### src/rtl/bus_status_register_pkg.sv
// Constants shared by the two-wire slave receiver: register map, field
// positions, reset values and bus status codes.
// Assumes an 8-bit register port with three address bits.
package bus_status_register_pkg;
  localparam int ADDR_W = 3;
  // Register offsets (word index on the register port)
  localparam logic [2:0] OFF_CONTROL = 3'h0;
  localparam logic [2:0] OFF_STATUS = 3'h1;
  localparam logic [2:0] OFF_DATA = 3'h2;
  localparam logic [2:0] OFF_OWN_ADDR = 3'h3;
  // Control register fields
  localparam int CTL_SERVICE_FLAG = 7;
  localparam int CTL_ACK_EN = 6;
  localparam int CTL_START_REQ = 5;
  localparam int CTL_STOP_REQ = 4;
  localparam int CTL_WRITE_COLL = 3;
  localparam int CTL_IF_EN = 2;
  localparam int CTL_IRQ_EN = 0;
  // Own address register: address in [7:1], general call enable in [0]
  localparam int OWN_GC_EN = 0;
  // Reset values
  localparam logic [7:0] RST_CONTROL = 8'h00;
  localparam logic [7:0] RST_OWN_ADDR = 8'hFE;
  localparam logic [7:0] RST_DATA = 8'hFF;
  // Status codes, prescaler bits always read as zero
  localparam logic [7:0] ST_IDLE = 8'hF8;
  localparam logic [7:0] ST_OWN_W_ACK = 8'h60;
  localparam logic [7:0] ST_LOST_OWN_W = 8'h68;
  localparam logic [7:0] ST_GC_ACK = 8'h70;
  localparam logic [7:0] ST_LOST_GC = 8'h78;
  localparam logic [7:0] ST_OWN_DATA_ACK = 8'h80;
  localparam logic [7:0] ST_OWN_DATA_NACK = 8'h88;
  localparam logic [7:0] ST_GC_DATA_ACK = 8'h90;
  localparam logic [7:0] ST_GC_DATA_NACK = 8'h98;
  localparam logic [7:0] ST_STOP_RX = 8'hA0;
  localparam logic [6:0] GENERAL_CALL_ADDR = 7'h00;
  localparam logic [3:0] BITS_PER_BYTE = 4'h8;

  typedef enum logic [3:0] {
    S_IDLE = 4'b0000,
    S_ADDR = 4'b0001,
    S_ADDR_ACK = 4'b0010,
    S_HOLD = 4'b0011,
    S_DATA = 4'b0100,
    S_DATA_ACK = 4'b0101,
    S_DATA_NACK = 4'b0110,
    S_LAST = 4'b0111,
    S_IGNORE = 4'b1000
  } bus_status_register_state_t;
endpackage

### src/rtl/bus_status_register_slave_rx.sv
// Two-wire bus slave receiver with its software register file.
// Assumes bus pins arrive asynchronously and are resolved open-drain by
// the surroundings; register port and sleep/arbitration inputs are local.
`timescale 1ns/1ps
`default_nettype none

// What this block does
// Upper seven own-address bits are the slave address matched on the bus.
// Own-address LSB set enables answering general call address zero.
// Software enables interface and acknowledge, writing start, stop, flags zero.
// Own or general call address acknowledged only while acknowledge enable set.
// Wait for address; write direction receives, read direction is left alone.
// Own address with write bit sets the service flag with valid status.
// Addressed after lost arbitration reports 0x68 or 0x78.
// Acknowledge enable cleared mid-transfer gives not-acknowledge after next byte.
// With acknowledge enable zero, bus is watched but no address acknowledged.
// In clock-stopping sleep, address recognition still works when enabled.
// Sleep address match wakes the part, bus clock held until flag cleared.
// Data register need not hold the byte seen during sleep.
// Own write address acknowledged reports 0x60.
// Lost arbitration then own write address acknowledged reports 0x68.
// General call acknowledged reports 0x70.
// Lost arbitration then general call acknowledged reports 0x78.
// Own-address data byte acknowledged reports 0x80, byte in data register.
// Clearing the flag resumes; next byte acked per acknowledge enable.
// Own-address data byte not acknowledged reports 0x88.
// From 0x88, clearing the flag returns to unaddressed listening.
// Status codes assume prescaler bits read as zero.
// Bus clock held low while service flag set during a transfer.
module bus_status_register_slave_rx
  import bus_status_register_pkg::*;
(
  input wire logic core_clk, // System clock, 200 MHz
  input wire logic nrst, // Synchronous reset, active low
  input wire logic [bus_status_register_pkg::ADDR_W-1:0] reg_addr, // Register index
  input wire logic [7:0] reg_wdata, // Register write data
  input wire logic reg_wr, // Write strobe
  input wire logic reg_rd, // Read strobe
  output logic [7:0] reg_rdata, // Read data, cycle after strobe
  input wire logic scl_in, // Bus clock pin level
  output logic scl_out, // Bus clock drive value, always low
  output logic scl_oe, // Bus clock pull-low enable
  input wire logic sda_in, // Bus data pin level
  output logic sda_out, // Bus data drive value, always low
  output logic sda_oe, // Bus data pull-low enable
  input wire logic deep_sleep, // Clock-stopping sleep active
  input wire logic arb_lost, // Pulse from master side: arbitration lost
  output logic wake_req, // Wake the part after sleep address match
  output logic service_flag // Service flag level for interrupt logic
);
  import bus_status_register_pkg::*;

  bus_status_register_state_t state_reg, state_next;
  logic [7:0] control_reg;
  logic [7:0] own_addr_reg;
  logic [7:0] data_reg;
  logic [7:0] status_reg;
  logic [7:0] shift_reg;
  logic [3:0] bit_cnt_reg;
  logic gc_sel_reg;
  logic lost_reg;
  logic flag_next;
  logic flag_set;
  logic [7:0] status_set;
  logic cnt_clr;
  logic scl_meta, scl_sync, scl_prev;
  logic sda_meta, sda_sync, sda_prev;

  // Two-flop synchronisers; only the second stage feeds logic
  always_ff @(posedge core_clk) begin
    if (!nrst) begin
      scl_meta <= 1'b1;
      scl_sync <= 1'b1;
      sda_meta <= 1'b1;
      sda_sync <= 1'b1;
    end else begin
      scl_meta <= scl_in;
      scl_sync <= scl_meta;
      sda_meta <= sda_in;
      sda_sync <= sda_meta;
    end
  end

  always_ff @(posedge core_clk) begin
    if (!nrst) begin
      scl_prev <= 1'b1;
      sda_prev <= 1'b1;
    end else begin
      scl_prev <= scl_sync;
      sda_prev <= sda_sync;
    end
  end

  logic scl_rise, scl_fall, start_det, stop_det;
  assign scl_rise = scl_sync && !scl_prev;
  assign scl_fall = !scl_sync && scl_prev;
  assign start_det = scl_sync && scl_prev && sda_prev && !sda_sync;
  assign stop_det = scl_sync && scl_prev && !sda_prev && sda_sync;

  logic if_en, ack_en;
  assign if_en = control_reg[CTL_IF_EN];
  assign ack_en = control_reg[CTL_ACK_EN];

  function automatic logic addr_hit(input logic [7:0] rx, input logic [7:0] own);
    addr_hit = (rx[7:1] == own[7:1]) || ((rx[7:1] == GENERAL_CALL_ADDR) && own[OWN_GC_EN]);
  endfunction

  function automatic logic [7:0] addr_code(input logic gc, input logic lost);
    if (gc) begin
      addr_code = lost ? ST_LOST_GC : ST_GC_ACK;
    end else begin
      addr_code = lost ? ST_LOST_OWN_W : ST_OWN_W_ACK;
    end
  endfunction

  logic rx_gc;
  assign rx_gc = (shift_reg[7:1] == GENERAL_CALL_ADDR);

  always_comb begin
    state_next = state_reg;
    flag_set = 1'b0;
    status_set = status_reg;
    cnt_clr = 1'b0;
    unique case (state_reg)
      S_IDLE, S_IGNORE: begin
        if (start_det) begin
          state_next = S_ADDR;
          cnt_clr = 1'b1;
        end
      end
      S_ADDR: begin
        if (scl_fall && bit_cnt_reg == BITS_PER_BYTE) begin
          // Read direction belongs to the transmitter side, not handled here
          if (ack_en && !shift_reg[0] && addr_hit(shift_reg, own_addr_reg)) begin
            state_next = S_ADDR_ACK;
          end else begin
            state_next = S_IGNORE;
          end
        end
      end
      S_ADDR_ACK: begin
        if (scl_fall) begin
          flag_set = 1'b1;
          status_set = addr_code(gc_sel_reg, lost_reg);
          state_next = S_HOLD;
        end
      end
      S_HOLD: begin
        if (!control_reg[CTL_SERVICE_FLAG]) begin
          state_next = S_DATA;
          cnt_clr = 1'b1;
        end
      end
      S_DATA: begin
        if (scl_fall && bit_cnt_reg == BITS_PER_BYTE) begin
          state_next = ack_en ? S_DATA_ACK : S_DATA_NACK;
        end
      end
      S_DATA_ACK: begin
        if (scl_fall) begin
          flag_set = 1'b1;
          status_set = gc_sel_reg ? ST_GC_DATA_ACK : ST_OWN_DATA_ACK;
          state_next = S_HOLD;
        end
      end
      S_DATA_NACK: begin
        if (scl_fall) begin
          flag_set = 1'b1;
          status_set = gc_sel_reg ? ST_GC_DATA_NACK : ST_OWN_DATA_NACK;
          state_next = S_LAST;
        end
      end
      S_LAST: begin
        if (!control_reg[CTL_SERVICE_FLAG]) begin
          state_next = S_IDLE;
        end
      end
      default: begin
        state_next = S_IDLE;
      end
    endcase
    // Stop or repeated start in S_DATA or S_HOLD ends the transfer with the stop status
    if ((start_det || stop_det) && (state_reg == S_DATA || state_reg == S_HOLD)) begin
      flag_set = 1'b1;
      status_set = ST_STOP_RX;
      state_next = start_det ? S_ADDR : S_IDLE;
      cnt_clr = 1'b1;
    end else if (stop_det && state_reg != S_LAST) begin
      state_next = S_IDLE;
    end
    if (!if_en) begin
      state_next = S_IDLE;
      flag_set = 1'b0;
      status_set = ST_IDLE;
    end
  end

  always_ff @(posedge core_clk) begin
    if (!nrst) begin
      state_reg <= S_IDLE;
    end else begin
      state_reg <= state_next;
    end
  end

  // Byte assembly on rising bus clock
  always_ff @(posedge core_clk) begin
    if (!nrst) begin
      shift_reg <= 8'h00;
      bit_cnt_reg <= 4'h0;
    end else if (cnt_clr) begin
      bit_cnt_reg <= 4'h0;
    end else if (scl_rise && (state_reg == S_ADDR || state_reg == S_DATA)
                 && bit_cnt_reg != BITS_PER_BYTE) begin
      shift_reg <= {shift_reg[6:0], sda_sync};
      bit_cnt_reg <= bit_cnt_reg + 4'h1;
    end
  end

  always_ff @(posedge core_clk) begin
    if (!nrst) begin
      gc_sel_reg <= 1'b0;
    end else if (state_reg == S_ADDR && state_next == S_ADDR_ACK) begin
      gc_sel_reg <= rx_gc && own_addr_reg[OWN_GC_EN];
    end
  end

  // Arbitration-lost memory lasts until the address answer is reported or the address is ignored
  always_ff @(posedge core_clk) begin
    if (!nrst) begin
      lost_reg <= 1'b0;
    end else if (arb_lost) begin
      lost_reg <= 1'b1;
    end else if (state_reg == S_ADDR_ACK && flag_set) begin
      lost_reg <= 1'b0;
    end else if (state_reg == S_IGNORE) begin
      lost_reg <= 1'b0;
    end
  end

  always_ff @(posedge core_clk) begin
    if (!nrst) begin
      status_reg <= ST_IDLE;
    end else begin
      status_reg <= status_set;
    end
  end

  // Set wins over a software clear in the same cycle
  always_comb begin
    flag_next = control_reg[CTL_SERVICE_FLAG];
    if (reg_wr && reg_addr == OFF_CONTROL && reg_wdata[CTL_SERVICE_FLAG]) begin
      flag_next = 1'b0;
    end
    if (flag_set) begin
      flag_next = 1'b1;
    end
  end

  always_ff @(posedge core_clk) begin
    if (!nrst) begin
      control_reg <= RST_CONTROL;
    end else begin
      if (reg_wr && reg_addr == OFF_CONTROL) begin
        control_reg[CTL_ACK_EN] <= reg_wdata[CTL_ACK_EN];
        control_reg[CTL_START_REQ] <= reg_wdata[CTL_START_REQ];
        control_reg[CTL_STOP_REQ] <= reg_wdata[CTL_STOP_REQ];
        control_reg[CTL_IF_EN] <= reg_wdata[CTL_IF_EN];
        control_reg[CTL_IRQ_EN] <= reg_wdata[CTL_IRQ_EN];
        if (reg_wdata[CTL_WRITE_COLL] == 1'b0) begin
          control_reg[CTL_WRITE_COLL] <= 1'b0;
        end
      end
      // Data write while the service flag is clear is a collision
      if (reg_wr && reg_addr == OFF_DATA && !control_reg[CTL_SERVICE_FLAG]) begin
        control_reg[CTL_WRITE_COLL] <= 1'b1;
      end
      control_reg[CTL_SERVICE_FLAG] <= flag_next;
    end
  end

  always_ff @(posedge core_clk) begin
    if (!nrst) begin
      own_addr_reg <= RST_OWN_ADDR;
    end else if (reg_wr && reg_addr == OFF_OWN_ADDR) begin
      own_addr_reg <= reg_wdata;
    end
  end

  // Bytes seen during sleep are not kept; software must not rely on them
  always_ff @(posedge core_clk) begin
    if (!nrst) begin
      data_reg <= RST_DATA;
    end else if (state_reg == S_DATA && state_next != S_DATA && !deep_sleep
                 && bit_cnt_reg == BITS_PER_BYTE) begin
      data_reg <= shift_reg;
    end else if (reg_wr && reg_addr == OFF_DATA && control_reg[CTL_SERVICE_FLAG]) begin
      data_reg <= reg_wdata;
    end
  end

  always_ff @(posedge core_clk) begin
    if (!nrst) begin
      wake_req <= 1'b0;
    end else if (state_reg == S_ADDR_ACK && deep_sleep) begin
      wake_req <= 1'b1;
    end else if (!flag_next) begin
      wake_req <= 1'b0;
    end
  end

  // Pin drives registered from the next state
  always_ff @(posedge core_clk) begin
    if (!nrst) begin
      scl_oe <= 1'b0;
      sda_oe <= 1'b0;
    end else begin
      scl_oe <= (state_next == S_HOLD || state_next == S_LAST) && flag_next;
      sda_oe <= (state_next == S_ADDR_ACK || state_next == S_DATA_ACK);
    end
  end

  assign scl_out = 1'b0;
  assign sda_out = 1'b0;
  assign service_flag = control_reg[CTL_SERVICE_FLAG];

  always_ff @(posedge core_clk) begin
    if (!nrst) begin
      reg_rdata <= 8'h00;
    end else if (reg_rd) begin
      unique case (reg_addr)
        OFF_CONTROL: reg_rdata <= control_reg;
        OFF_STATUS: reg_rdata <= {status_reg[7:3], 3'b000};
        OFF_DATA: reg_rdata <= data_reg;
        OFF_OWN_ADDR: reg_rdata <= own_addr_reg;
        default: reg_rdata <= 8'h00;
      endcase
    end
  end
endmodule

`default_nettype wire

### config.mk
export PLATFORM = sky130hd
export DESIGN_NAME = bus_status_register_slave_rx
export DESIGN_NICKNAME = d
export VERILOG_FILES = /design/src/rtl/bus_status_register_pkg.sv /design/src/rtl/bus_status_register_slave_rx.sv
export SDC_FILE = /design/constraint.sdc
export NUM_CORES = 1
export LEC_CHECK = 0
export BUFFER_PORTS_ARGS = -buffer_cell sky130_fd_sc_hd__buf_2
export CAP_MARGIN = 20
export CORE_AREA = 4 4 112 114
export CTS_BUF_LIST = sky130_fd_sc_hd__clkbuf_4
export CTS_CLUSTER_DIAMETER = 30
export DETAILED_ROUTE_END_ITERATION = 16
export DIE_AREA = 0 0 116 118
export PLACE_DENSITY = 0.49
export SLEW_MARGIN = 20
export SYNTH_ARGS = -nofsm -noshare
export SYNTH_HDL_FRONTEND = slang
export SYNTH_SLANG_ARGS = --single-unit
export TNS_END_PERCENT = 10
### constraint.sdc
create_clock -name core_clk -period 4.4 [get_ports core_clk]
set_input_delay 0.88 -clock core_clk [delete_from_list [all_inputs] [get_ports core_clk]]
set_output_delay 0.88 -clock core_clk [all_outputs]
set_load 0.01 [all_outputs]
==> results.json <==
{
  "drt-total-wl_mm": 8.75,
  "syn_area_per_cell_sq_um": 8.84,
  "crit_arrival_ns": 2.92,
  "syn2layout_area_growth_pct": 11.1,
  "setup_ws_ns": 1.77,
  "fin_skew_ns": 0.0210,
  "cp_cell_sequence": "buf_2, nor2b_1, nand4b_1, mux2_2, nand2b_1, nor4_1, nor3_1",
  "post_cts_resized": 0,
  "critPathTopFamily": "simple AND/OR/NAND/NOR gates",
  "finalSetupViolCount": 0,
  "ir_worst_vdd_mv": 0.126,
  "p_int_mw": 0.787,
  "clock_latency_ns": 0.41,
  "hold_buffers": 0,
  "drc": 0,
  "worstMarginPinSlew_ns": 0.599,
  "tns_ns": 0,
  "clk_path_buf_depth": 2,
  "maxCapViolCount": 0,
  "coreArea_sq_um": 11400,
  "fillers": 1207,
  "cts.clk_slew.worst_paths_ns": 0.11,
  "hold_path_class": "reg -> reg",
  "cts.sinks": 63,
  "grt_max_degree": 38,
  "p_comb_frac": 0.071,
  "period_needed_ns": 2.63,
  "grtUsageTotal": 0.132,
  "avgViaCountPerCell": 5.11,
  "first_iter_violations": 172,
  "path_class": "in -> reg",
  "yosys.area.top_type": "dfxtp_1",
  "yosysSeqAreaShare": 0.373,
  "drtPass1Iterations": 4,
  "timing.fmax_ghz": 0.380,
  "slew_headroom": 0.601,
  "cp_max_fo": 11,
  "slowest_delay_ns": 0.52,
  "rows": 39,
  "port-buffer-count": 30,
  "numCtsBuffers": 9,
  "yosysTopAreaCellShare": 0.373,
  "switching_share": 0.264,
  "synthTopCellsByArea": "dfxtp_1, mux2i_1, nor2b_1",
  "start_util": 0.297,
  "ys_ff_latch": 63,
  "io_pins": 33,
  "drtAntennaViolNets": 0,
  "dp.final_hpwl_mm": 6.49,
  "die_area_sq_um": 13700,
  "crit_required_ns": 4.69,
  "via_count": 2819,
  "fin_nets": 425,
  "grt-ovfl-total": 0,
  "grt_pass1_wl_mm": 14.3,
  "synthFlopType": "dfxtp_1",
  "synthCells": 383,
  "ys_types": 62,
  "grt_antenna_before_repair": 0,
  "min_period_over_period": 0.598,
  "h-tree-depth": 3,
  "die_h_um": 118,
  "slowest_stage": "nand4b_1",
  "die_w_um": 116,
  "synth_edf_count": 0,
  "rsz0062_at_grt": "no",
  "worstSetupEndpointType": "flip-flop",
  "gp_congestion": 0.854,
  "post_cts_buffers": 0,
  "cts_tree": "done",
  "netlist_area_sq_um": 3390,
  "wire_per_inst_um": 15.9,
  "p_seq_frac": 0.551,
  "run_status": "finished clean",
  "switching_power_mw": 0.282,
  "finalCoreUtilization": 0.329,
  "start_kind": "primary input",
  "p_clk_frac": 0.378,
  "grt_pass1_vias": 2664,
  "cts_root_buf": "clkbuf_4",
  "hold_violations": 0,
  "slew_violations": 0,
  "async_flop_share": 0,
  "pre_cts_ws_ns": 1.34,
  "total_power_mw": 1.07,
  "powerDensity_nw_per_um2": 284,
  "path_buf_inv": 1,
  "antenna_cells": 0,
  "layout-drive-gt1-share": 0.164,
  "p_leak_nw": 1.42,
  "yosysWarningCount": 0
}
layout make-up:
class	instances	area, sq um	share of cell area
multi-input cells	286	1970	0.523
flip-flops and latches	63	1260	0.335
well taps	143	179	0.0476
repair buffers	33	173	0.0459
clock inverters	7	71.3	0.0190
clock buffers	9	67.6	0.0180
inverters	11	41.3	0.0110
power groups by stage:
stage                     Sequential [mW]  Clock, mW  Combinational [mW]
after global routing                0.590      0.454              0.0844
after global placement              0.601          0              0.0762
after detailed placement            0.602          0              0.0770
final                               0.588      0.404              0.0760
after CTS                           0.589      0.425              0.0773
after floorplan                     0.600          0              0.0512
cell usage after synthesis (2+ instances only):
cell	n
nand2b_1	19
nand3_1	15
nor2_1	15
mux2i_1	23
mux4_2	5
clkbuf_1	13
buf_6	2
nand4_1	4
and3_1	2
xnor2_1	9
dfxtp_1	63
a211o_1	2
nor3_1	10
nor2b_1	28
inv_1	11
o21a_1	2
o2111ai_1	4
nand3b_1	11
and4_1	3
nor4b_1	2
a31oi_1	3
and4b_1	2
a21boi_0	3
nor4_1	11
o22ai_1	5
buf_1	2
nand2_1	39
and2_1	4
mux2_2	4
buf_2	5
o21ai_0	13
a21oi_1	17
ha_1	2
buf_4	2
cell usage in the layout (no fill, tap or decap), drive strengths merged, types with 4 or more instances in the layout:
master / netlist / final
nand4: 4 / 4
nand3b: 11 / 11
o2111ai: 4 / 4
mux2: 4 / 4
clkbuf: 13 / 9
nand2b: 19 / 19
inv: 11 / 12
mux4: 5 / 5
nor3: 11 / 11
nand3: 15 / 15
mux2i: 23 / 23
and2: 4 / 4
nand2: 39 / 39
o21ai: 14 / 14
nor4: 12 / 12
nor2b: 28 / 28
o22ai: 5 / 5
a21oi: 18 / 18
dfxtp: 63 / 63
buf: 11 / 33
xnor2: 9 / 9
nor2: 15 / 15
layer usage:
layer / track usage / vias to the layer above / wire (um)
li1: - / 1411 / -
met1: 0.182 / 1313 / 4080
met2: 0.201 / 80 / 4030
met3: 0.0324 / 15 / 498
met4: 0.0435 / 0 / 150
met5: 0 / - / 0
worst paths after layout:
check | from | endpoint | slack, ns | depth (start not counted)
max | reg_addr[1] | data_reg[3]$_SDFFE_PN1P_ | 1.77 | 7
min | scl_meta$_SDFF_PN1_ | scl_sync$_SDFF_PN1_ | 0.41 | 1
max reg2reg | state_reg[2]$_SDFF_PN0_ | scl_oe$_SDFF_PN0_ | 1.85 | 5
min reg2reg | scl_meta$_SDFF_PN1_ | scl_sync$_SDFF_PN1_ | 0.41 | 1
metrics by stage:
| stage | cells | hold slack, ns | area [sq um] |
|---|---|---|---|
| 2_1_floorplan | 384 | 0.386 | 3390 |
| 3_3_place_gp | 536 | 0.392 | 3620 |
| 3_5_place_dp | 536 | 0.393 | 3620 |
| 4_1_cts | 552 | 0.417 | 3760 |
| 5_1_grt | 552 | 0.433 | 3760 |
| 6_report | 552 | 0.413 | 3760 |
cell families (layout without fill, tap and decap cells):
| family | after synthesis | in the layout | synth area share |
|---|---|---|---|
| other | 1 | 2 | 0.00111 |
| flip-flops | 63 | 63 | 0.373 |
| XOR/XNOR | 10 | 10 | 0.0259 |
| adder cells (fa/ha/maj) | 2 | 2 | 0.00739 |
| multiplexers | 32 | 32 | 0.115 |
| buffers and inverters | 35 | 60 | 0.0473 |
| AO/OA/AOI/OAI | 63 | 63 | 0.126 |
| AND/OR/NAND/NOR | 177 | 177 | 0.305 |
(Power assumes the default switching activity.)
